--- src/usbs_pkg.sv ---
// Package for the endpoint 0 status and control block: register offsets,
// bit positions, reset values, handshake codes and timing constants.
// Shared by the device end, the register controller end, the checker and the bench.
package usbs_pkg;

  // Byte offsets of the block's registers on its own register port.
  localparam logic [7:0] USBS_OFS_STATUS = 8'he8;
  localparam logic [7:0] USBS_OFS_IRQ_EN = 8'he9;
  localparam logic [7:0] USBS_OFS_EP0_CTRL = 8'hea;

  // Interrupt status bit positions.
  localparam int USBS_ST_SUSPEND = 7;
  localparam int USBS_ST_BUS_RESET = 5;
  localparam int USBS_ST_EP0_TX = 4;
  localparam int USBS_ST_EP0_RX = 3;
  localparam int USBS_ST_EP12_TX = 2;
  localparam int USBS_ST_EOP = 1;
  localparam int USBS_ST_RESUME = 0;

  // Status bits that software clears by writing zero.
  localparam logic [7:0] USBS_ST_W0C_MASK = 8'h1f;

  // Interrupt enable: bit 6 enables the chip reset, it is no interrupt enable.
  localparam int USBS_IE_RESET_CPU = 6;
  localparam logic [7:0] USBS_IE_IRQ_MASK = 8'hbf;

  // Endpoint 0 control bit positions and count field.
  localparam int USBS_C0_SEQ = 7;
  localparam int USBS_C0_STALL = 6;
  localparam int USBS_C0_TXE = 5;
  localparam int USBS_C0_RXE = 4;
  localparam int USBS_C0_CNT_MSB = 3;
  localparam int USBS_C0_CNT_W = 4;

  // Reset values.
  localparam logic [7:0] USBS_RST_REG = 8'h00;

  // Handshake chosen for a token.
  typedef enum logic [1:0] {
    USBS_RESP_DATA = 2'h0,
    USBS_RESP_NAK = 2'h1,
    USBS_RESP_STALL = 2'h2
  } usbs_resp_e;

  // Bus idle time after which software is expected to suspend.
  localparam int USBS_CLK_MHZ = 250;
  localparam int USBS_IDLE_TIME_US = 3000;
  localparam int USBS_IDLE_CYCLES = USBS_IDLE_TIME_US * USBS_CLK_MHZ;

  // AXI4-Lite responses and word map of the controller.
  localparam logic [1:0] USBS_AXI_OKAY = 2'h0;
  localparam logic [1:0] USBS_AXI_SLVERR = 2'h2;
  localparam logic [3:0] USBS_AXI_OFS_STATUS = 4'h0;
  localparam logic [3:0] USBS_AXI_OFS_IRQ_EN = 4'h4;
  localparam logic [3:0] USBS_AXI_OFS_EP0_CTRL = 4'h8;

endpackage : usbs_pkg

--- src/usbs_reg_if.sv ---
// Register port between the register controller and the device end.
// Assumes one clock; reads return data one edge after the read strobe.
`timescale 1ns/1ps
`default_nettype none

interface usbs_reg_if;
  logic [7:0] addr;
  logic wr;
  logic rd;
  logic [7:0] wdata;
  logic [7:0] rdata;

  // Device end of the port.
  modport dev (input addr, input wr, input rd, input wdata, output rdata);
  // Controller end of the port.
  modport ctl (output addr, output wr, output rd, output wdata, input rdata);
endinterface : usbs_reg_if

`default_nettype wire

--- src/usbs_ep0_device.sv ---
// Device end: interrupt status flags, interrupt enable and endpoint 0
// control, with the handshake choices handed to the serial engine.
// Assumes the serial engine gives one-cycle event pulses on clk_sys and
// the register controller drives the register port on the same clock.
`timescale 1ns/1ps
`default_nettype none

module usbs_ep0_device
  import usbs_pkg::*;
#(
  parameter int IDLE_CYCLES = USBS_IDLE_CYCLES
) (
  // Clock and reset.
  input wire logic clk_sys,
  input wire logic rst_n,
  // Register port.
  usbs_reg_if.dev regs,
  // Events from the serial engine, one-cycle pulses.
  input wire logic sie_bus_reset,
  input wire logic sie_eop,
  input wire logic sie_activity,
  input wire logic sie_setup_token,
  input wire logic sie_ep0_tx_acked,
  input wire logic sie_ep0_rx_acked,
  input wire logic sie_ep12_tx_acked,
  // Endpoint 1/2 transmit enable, kept in another register.
  input wire logic ep12_transmit_enable,
  // Handshake choices for the serial engine.
  output usbs_resp_e ep0_in_resp,
  output usbs_resp_e ep0_out_resp,
  output logic ep12_in_nak,
  output logic ep0_data_sequence,
  output logic [USBS_C0_CNT_W-1:0] ep0_tx_byte_count,
  // System side.
  output logic usb_clk_stop,
  output logic usb_irq,
  output logic cpu_reset_req,
  output logic bus_idle_long
);

  localparam int IDLE_W = $clog2(IDLE_CYCLES + 1);
  localparam logic [IDLE_W-1:0] IDLE_LAST = IDLE_W'(IDLE_CYCLES);

  logic wr_status;
  logic wr_irq_en;
  logic wr_ctrl;
  logic [7:0] status;
  logic [7:0] hw_set;
  logic [7:0] sw_set;
  logic [7:0] sw_clr;
  logic [7:0] irq_en_reg;
  logic seq_reg;
  logic stall_reg;
  logic txe_reg;
  logic rxe_reg;
  logic [USBS_C0_CNT_W-1:0] cnt_reg;
  logic [7:0] rdata_reg;
  logic [IDLE_W-1:0] idle_cnt_reg;
  logic cpu_reset_reg;

  // Write decode for each register.
  assign wr_status = regs.wr && (regs.addr == USBS_OFS_STATUS);
  assign wr_irq_en = regs.wr && (regs.addr == USBS_OFS_IRQ_EN);
  assign wr_ctrl = regs.wr && (regs.addr == USBS_OFS_EP0_CTRL);

  // Hardware events per status bit; bit 6 has none and stays zero.
  always_comb begin
    hw_set = 8'h00;
    hw_set[USBS_ST_BUS_RESET] = sie_bus_reset;
    hw_set[USBS_ST_EP0_TX] = sie_ep0_tx_acked;
    hw_set[USBS_ST_EP0_RX] = sie_ep0_rx_acked;
    hw_set[USBS_ST_EP12_TX] = sie_ep12_tx_acked;
    hw_set[USBS_ST_EOP] = sie_eop;
    hw_set[USBS_ST_RESUME] = sie_activity && status[USBS_ST_SUSPEND];
  end

  // Software writes: zero clears flags 0 to 4 and one leaves them; bit 7 takes the value
  // written, and no write clears the bus reset flag.
  always_comb begin
    sw_set = 8'h00;
    sw_clr = {8{wr_status}} & ~regs.wdata & USBS_ST_W0C_MASK;
    sw_set[USBS_ST_SUSPEND] = wr_status && regs.wdata[USBS_ST_SUSPEND];
    sw_clr[USBS_ST_SUSPEND] = wr_status && !regs.wdata[USBS_ST_SUSPEND];
  end

  // One flag cell per status bit.
  genvar gi;
  generate
    for (gi = 0; gi < 8; gi++) begin : g_flag
      usbs_flag_cell u_cell (
        .clk_sys(clk_sys),
        .rst_n(rst_n),
        .hw_set(hw_set[gi]),
        .sw_set(sw_set[gi]),
        .sw_clr(sw_clr[gi]),
        .flag(status[gi])
      );
    end
  endgenerate

  // The suspend flag gates the USB clock directly.
  assign usb_clk_stop = status[USBS_ST_SUSPEND];

  // Interrupt enable register.
  always_ff @(posedge clk_sys or negedge rst_n) begin
    if (!rst_n) begin
      irq_en_reg <= USBS_RST_REG;
    end else if (wr_irq_en) begin
      irq_en_reg <= regs.wdata;
    end
  end

  // Any enabled flag raises the interrupt, the bus reset flag included.
  assign usb_irq = |(status & irq_en_reg & USBS_IE_IRQ_MASK);

  // Chip reset request: one pulse per bus reset while enabled. The flag
  // itself survives, since the outside reset logic decides what it clears.
  always_ff @(posedge clk_sys or negedge rst_n) begin
    if (!rst_n) begin
      cpu_reset_reg <= 1'b0;
    end else begin
      cpu_reset_reg <= sie_bus_reset && irq_en_reg[USBS_IE_RESET_CPU];
    end
  end
  assign cpu_reset_req = cpu_reset_reg;

  // Sequence, enables and count change only by software.
  always_ff @(posedge clk_sys or negedge rst_n) begin
    if (!rst_n) begin
      seq_reg <= 1'b0;
      txe_reg <= 1'b0;
      rxe_reg <= 1'b0;
      cnt_reg <= '0;
    end else if (wr_ctrl) begin
      seq_reg <= regs.wdata[USBS_C0_SEQ];
      txe_reg <= regs.wdata[USBS_C0_TXE];
      rxe_reg <= regs.wdata[USBS_C0_RXE];
      cnt_reg <= regs.wdata[USBS_C0_CNT_MSB -: USBS_C0_CNT_W];
    end
  end

  // Stall bit: a SETUP token clears it, but a software write in the same
  // cycle wins so that a fresh stall request is not dropped.
  always_ff @(posedge clk_sys or negedge rst_n) begin
    if (!rst_n) begin
      stall_reg <= 1'b0;
    end else if (wr_ctrl) begin
      stall_reg <= regs.wdata[USBS_C0_STALL];
    end else if (sie_setup_token) begin
      stall_reg <= 1'b0;
    end
  end

  // Handshake for an endpoint 0 IN token.
  always_comb begin
    if (stall_reg) begin
      ep0_in_resp = USBS_RESP_STALL;
    end else if (!txe_reg || status[USBS_ST_EP0_TX]) begin
      ep0_in_resp = USBS_RESP_NAK;
    end else begin
      ep0_in_resp = USBS_RESP_DATA;
    end
  end

  // Handshake for an endpoint 0 OUT token.
  always_comb begin
    if (stall_reg) begin
      ep0_out_resp = USBS_RESP_STALL;
    end else if (!rxe_reg || status[USBS_ST_EP0_RX]) begin
      ep0_out_resp = USBS_RESP_NAK;
    end else begin
      ep0_out_resp = USBS_RESP_DATA;
    end
  end

  // Shared endpoint 1/2 IN handshake.
  assign ep12_in_nak = !ep12_transmit_enable || status[USBS_ST_EP12_TX];

  assign ep0_data_sequence = seq_reg;
  assign ep0_tx_byte_count = cnt_reg;

  // Register read data, taken on the read strobe; unmapped reads give zero.
  always_ff @(posedge clk_sys or negedge rst_n) begin
    if (!rst_n) begin
      rdata_reg <= USBS_RST_REG;
    end else if (regs.rd) begin
      case (regs.addr)
        USBS_OFS_STATUS: rdata_reg <= status;
        USBS_OFS_IRQ_EN: rdata_reg <= irq_en_reg;
        USBS_OFS_EP0_CTRL: rdata_reg <= {seq_reg, stall_reg, txe_reg, rxe_reg, cnt_reg};
        default: rdata_reg <= USBS_RST_REG;
      endcase
    end
  end
  assign regs.rdata = rdata_reg;

  // Idle timer: tells software that the bus has been quiet long enough to
  // suspend. It saturates rather than wrapping so the level stays valid.
  always_ff @(posedge clk_sys or negedge rst_n) begin
    if (!rst_n) begin
      idle_cnt_reg <= '0;
    end else if (sie_activity) begin
      idle_cnt_reg <= '0;
    end else if (idle_cnt_reg != IDLE_LAST) begin
      idle_cnt_reg <= idle_cnt_reg + IDLE_W'(1);
    end
  end
  assign bus_idle_long = (idle_cnt_reg == IDLE_LAST);

endmodule : usbs_ep0_device

`default_nettype wire

--- src/usbs_flag_cell.sv ---
// One sticky status flag with hardware set and software set and clear.
// Assumes all inputs are on clk_sys.
`timescale 1ns/1ps
`default_nettype none

module usbs_flag_cell (
  // Clock and reset.
  input wire logic clk_sys,
  input wire logic rst_n,
  // Set and clear requests.
  input wire logic hw_set,
  input wire logic sw_set,
  input wire logic sw_clr,
  // Flag.
  output logic flag
);

  // A set in the same cycle as a clear wins, so no event is ever lost.
  always_ff @(posedge clk_sys or negedge rst_n) begin
    if (!rst_n) begin
      flag <= 1'b0;
    end else if (hw_set || sw_set) begin
      flag <= 1'b1;
    end else if (sw_clr) begin
      flag <= 1'b0;
    end
  end

endmodule : usbs_flag_cell

`default_nettype wire

--- src/flat_wrapper.sv ---
// flat-port wrapper written by rule: the top's interface ports become plain ports
module usbs_ep0_device_flat import usbs_pkg::*;
#(
  parameter int IDLE_CYCLES = USBS_IDLE_CYCLES
)
  (clk_sys, rst_n, sie_bus_reset, sie_eop, sie_activity, sie_setup_token, sie_ep0_tx_acked, sie_ep0_rx_acked, sie_ep12_tx_acked, ep12_transmit_enable, ep0_in_resp, ep0_out_resp, ep12_in_nak, ep0_data_sequence, ep0_tx_byte_count, usb_clk_stop, usb_irq, cpu_reset_req, bus_idle_long, regs_addr, regs_wr, regs_rd, regs_wdata, regs_rdata);
  usbs_reg_if regs_i ();
  input wire logic clk_sys;
  input wire logic rst_n;
  input wire logic sie_bus_reset;
  input wire logic sie_eop;
  input wire logic sie_activity;
  input wire logic sie_setup_token;
  input wire logic sie_ep0_tx_acked;
  input wire logic sie_ep0_rx_acked;
  input wire logic sie_ep12_tx_acked;
  input wire logic ep12_transmit_enable;
  output usbs_resp_e ep0_in_resp;
  output usbs_resp_e ep0_out_resp;
  output logic ep12_in_nak;
  output logic ep0_data_sequence;
  output logic [USBS_C0_CNT_W-1:0] ep0_tx_byte_count;
  output logic usb_clk_stop;
  output logic usb_irq;
  output logic cpu_reset_req;
  output logic bus_idle_long;
  input wire logic [$bits(regs_i.addr)-1:0] regs_addr;
  input wire logic [$bits(regs_i.wr)-1:0] regs_wr;
  input wire logic [$bits(regs_i.rd)-1:0] regs_rd;
  input wire logic [$bits(regs_i.wdata)-1:0] regs_wdata;
  output wire logic [$bits(regs_i.rdata)-1:0] regs_rdata;
  assign regs_i.addr = regs_addr;
  assign regs_i.wr = regs_wr;
  assign regs_i.rd = regs_rd;
  assign regs_i.wdata = regs_wdata;
  assign regs_rdata = regs_i.rdata;
  usbs_ep0_device #(.IDLE_CYCLES(IDLE_CYCLES)) u_core (.clk_sys(clk_sys), .rst_n(rst_n), .regs(regs_i), .sie_bus_reset(sie_bus_reset), .sie_eop(sie_eop), .sie_activity(sie_activity), .sie_setup_token(sie_setup_token), .sie_ep0_tx_acked(sie_ep0_tx_acked), .sie_ep0_rx_acked(sie_ep0_rx_acked), .sie_ep12_tx_acked(sie_ep12_tx_acked), .ep12_transmit_enable(ep12_transmit_enable), .ep0_in_resp(ep0_in_resp), .ep0_out_resp(ep0_out_resp), .ep12_in_nak(ep12_in_nak), .ep0_data_sequence(ep0_data_sequence), .ep0_tx_byte_count(ep0_tx_byte_count), .usb_clk_stop(usb_clk_stop), .usb_irq(usb_irq), .cpu_reset_req(cpu_reset_req), .bus_idle_long(bus_idle_long));
endmodule
--- config.mk ---
export PLATFORM = sky130hd
export DESIGN_NAME = usbs_ep0_device_flat
export DESIGN_NICKNAME = d
export VERILOG_FILES = /design/src/usbs_pkg.sv /design/src/usbs_reg_if.sv /design/src/usbs_ep0_device.sv /design/src/usbs_flag_cell.sv /design/src/flat_wrapper.sv
export SDC_FILE = /design/constraint.sdc
export NUM_CORES = 1
export LEC_CHECK = 0
export ABC_AREA = 0
export BUFFER_PORTS_ARGS = -buffer_cell sky130_fd_sc_hd__clkbuf_2
export CAP_MARGIN = 20
export CORE_MARGIN = 5
export CORE_UTILIZATION = 59
export CTS_CLUSTER_SIZE = 25
export DETAILED_ROUTE_END_ITERATION = 6
export PLACE_DENSITY = 0.85
export SYNTH_ARGS = -nofsm -noshare
export SYNTH_HDL_FRONTEND = slang
export SYNTH_SLANG_ARGS = --single-unit
--- constraint.sdc ---
create_clock -name clk_sys -period 4.4 [get_ports clk_sys]
set_input_delay 0.22 -clock clk_sys [delete_from_list [all_inputs] [get_ports clk_sys]]
set_output_delay 0.22 -clock clk_sys [all_outputs]
set_load 0.02 [all_outputs]
==> run_results.csv <==
group,metric,value,unit
status,outcome,"complete, no violations",
power,switching_share,23.1,%
cts,path_clk_slew,90,ps
final_layout,fin_area,0.00293,mm2
route,avgViaCountPerCell,5.86,
worst_setup_path,cp_slowest_cell,"or4_1",
final_layout,n_antenna_cell,0,
worst_setup_path,cpMostUsedCell,"or4_1",
route,drt_wl_total,5650,um
final_layout,drive_gt1_share,27.3,%
route,drc_errors,0,
global_routing,antenna_found_initial,0,
power,irDropWorstVdd,0.254,mV
place,dp.cells,339,
sta,tns,0,ps
power,power.switching,0.213,mW
global_routing,grt_pass1_vias,1978,
power,combPwrFrac,8.4,%
route,initialDrtViolationCount,172,
final_layout,fillCellCount,305,
cts,clock_path_buffers,2,
place,dpl-instance-area,0.00281,mm2
floorplan,ios,50,
worst_setup_path,r2r_cells,5,
power,seqPwrFrac,54.5,%
cts,hold_buffers,0,
worst_setup_path,timing.rr.end,"u_core.idle_cnt_reg[16]",
synthesis,syn_area_per_cell,10.2,um2
power,power-per-cell-area,315,mW/mm2
cts,cts-root-buf,"clkbuf_8",
power,p_clk_share,37.0,%
worst_setup_path,endpoint_kind,"flip-flop",
route,firstDrtPassIters,5,
synthesis,synth_commonest_cells,"dfrtp_1, nor2_1, a21oi_1",
power,p_int,0.709,mW
power,finalPower,0.922,mW
final_layout,postLayoutCoreUtil,71.6,%
worst_setup_path,crit_type,"reg -> reg",
synthesis,synthFlopType,"dfrtp_1",
synthesis,synthMostInstantiatedCell,"dfrtp_1",
synthesis,synth.top_cells.by_area,"dfrtp_1, mux2_2, a21oi_1, nor2_1, mux2i_1",
route,final_antenna_net_count,0,
global_routing,met1_usage,31.0,%
sta,layout_worst_path_cycle_share,50.7,%
final_layout,synthToLayoutAreaGrowth,15.6,%
cts,clkLatencyLatePin,300,ps
sta,hold_violations,0,
floorplan,die_w,75.5,um
sta,fin_skew,8.85,ps
floorplan,chipHeight,75.5,um
cts,post-cts-setup-buffers,0,
sta,fmax,0.449,GHz
synthesis,synth_cell_type_count,39,
global_routing,gr-usage-all-layers,21.1,%
cts,cts.sinks,52,
worst_setup_path,cp-start-kind,"flip-flop",
worst_setup_path,critical_path.max_stage_delay,680,ps
synthesis,ys_ff_latch,52,
synthesis,synth_top_cell_by_area,"dfrtp_1",
global_routing,grt-ovfl-total,0,
sta,post-route-min-period,2230,ps
global_routing,grt_max_degree,53,
final_layout,multi_input_area,0.00112,mm2
route,via_count,2034,
worst_setup_path,r2r-start,"u_core.idle_cnt_reg[1]",
synthesis,yosysSeqAreaShare,51.4,%
flow_run,drv_cap,0,
place,routabilityCongestion,0.849,
sta,worst_slew_pin_slew,630,ps
worst_setup_path,regToRegSetupSlack,2170,ps
synthesis,synth_edf_count,0,
synthesis,synthArstFlopShare,100,%
worst_setup_path,required,4620,ps
place,hpwlAfterDp,4020,um
min_path,hold_class,"in -> async",
synthesis,syn-num-nets,278,
route,routedWlPerCell,16.3,um
sta,slew_viol_final,0,
floorplan,rows,23,
cts,cts_tree,"done",
global_routing,grt_use_met3,4.09,%
final_layout,ff_latch_area,0.00130,mm2
cts,cts-resized-gates,0,
synthesis,synth_area,0.00253,mm2
synthesis,yosys_warnings,0,
worst_setup_path,critPathArrivalTime,2450,ps
floorplan,core,0.00409,mm2
worst_setup_path,cp_max_fo,7,
cts,cts-buffers-inserted,5,
final_layout,largest_reg_flops,20,
place,port-buffer-count,49,
worst_setup_path,critical_path.cell_chain,"ha_1 > nand3_2 > or4_1 > or4_1 > a21oi_1",
final_layout,layout.cells.non_filler,347,
floorplan,start_util,62.0,%
synthesis,synth_top_cell_area_share,51.4,%
sta,finalSetupViolCount,0,
worst_setup_path,crit_start,"u_core.idle_cnt_reg[1]",
cts,htree_levels,2,
global_routing,grt_pass1_wl,9140,um
synthesis,synthCells,248,
final_layout,nets,326,
floorplan,dieArea,0.00570,mm2
sta,rsz0062_at_grt,"false",
power,p_leak,1.35,nW
global_routing,grt_busiest_layer,"met2",
global_routing,grtUsageMet2,32.3,%
sta,relSlewSlack,58.0,%
[power groups by stage]
stage	registers, mW	clock network (mW)	logic, mW
after floorplan	0.512	0	0.0392
after global placement	0.511	0	0.0762
after detailed placement	0.512	0	0.0787
after CTS	0.502	0.343	0.0790
after global routing	0.504	0.358	0.0877
final	0.503	0.341	0.0778
[worst max-delay path by stage]
stage / cells after the start / slack [ps] / end
2_1_floorplan: 6 / 2400 / u_core.idle_cnt_reg[16]
6_report: 5 / 2170 / u_core.idle_cnt_reg[16]
3_3_place_gp: 5 / 2310 / u_core.idle_cnt_reg[16]
3_5_place_dp: 5 / 2250 / u_core.idle_cnt_reg[16]
4_1_cts: 5 / 2180 / u_core.idle_cnt_reg[16]
5_1_grt: 5 / 2050 / u_core.idle_cnt_reg[16]
[metal layers]
layer | vias to the layer above | wire length (um)
met1 | 1001 | 2500
met3 | 4 | 273
met5 | - | 0
met2 | 52 | 2820
li1 | 977 | -
met4 | 0 | 45
[cell families after synthesis]
group	count (synthesis)	share of synthesized area, %
and+or+nand+nor	86	19.1
DFF	52	51.4
AOI/OAI and AO/OA	48	10.7
buffers and inverters	27	4.35
muxes	25	10.8
xor gates and xnor gates	8	2.77
adders and majority gates	2	0.987
[placed cells by master (no fill, tap or decap), types with 2 or more instances in the layout]
cell type	Yosys	routed
dfrtp_1	52	52
clkbuf_2	0	49
nor2_1	21	21
a21oi_1	20	20
inv_1	18	18
mux2_2	18	18
o21ai_0	14	14
nand3_1	12	12
nand2_1	8	8
xnor2_1	7	7
mux2i_1	7	7
o22ai_1	7	7
nand4_1	6	6
nand2b_1	6	6
clkbuf_8	0	6
or3_1	5	5
or4_1	4	4
nor2b_1	4	4
nor4_1	3	3
nor3_1	3	3
nand4b_1	2	2
a22oi_1	2	2
and2_1	2	2
nand3_2	2	2
o31ai_1	2	2
ha_1	2	2
[layout make-up]
type | instances | area share (%)
sequential | 52 | 44.4
timing repair buffer | 50 | 8.63
inverter | 18 | 2.31
multi-input combinational | 169 | 38.3
tap | 50 | 2.14
clock buffer | 6 | 2.82
clock inverter | 2 | 1.32
[through the flow]
stage / setup slack [ps] / hold slack (ps)
CTS: 2180 / 41.9
floorplan: 2400 / -75.6
global placement: 2310 / 369
detailed placement: 2250 / 373
global route: 2050 / 86.1
finish: 2170 / 14.6
[worst max-delay path, delay by kind of cell, from the launching register on]
family,cells,cell delay (ps)
fa+ha+maj,1,220
simple gates,3,1370
flops,1,420
compound gates,1,150
Power figures use the tool's default switching activity.
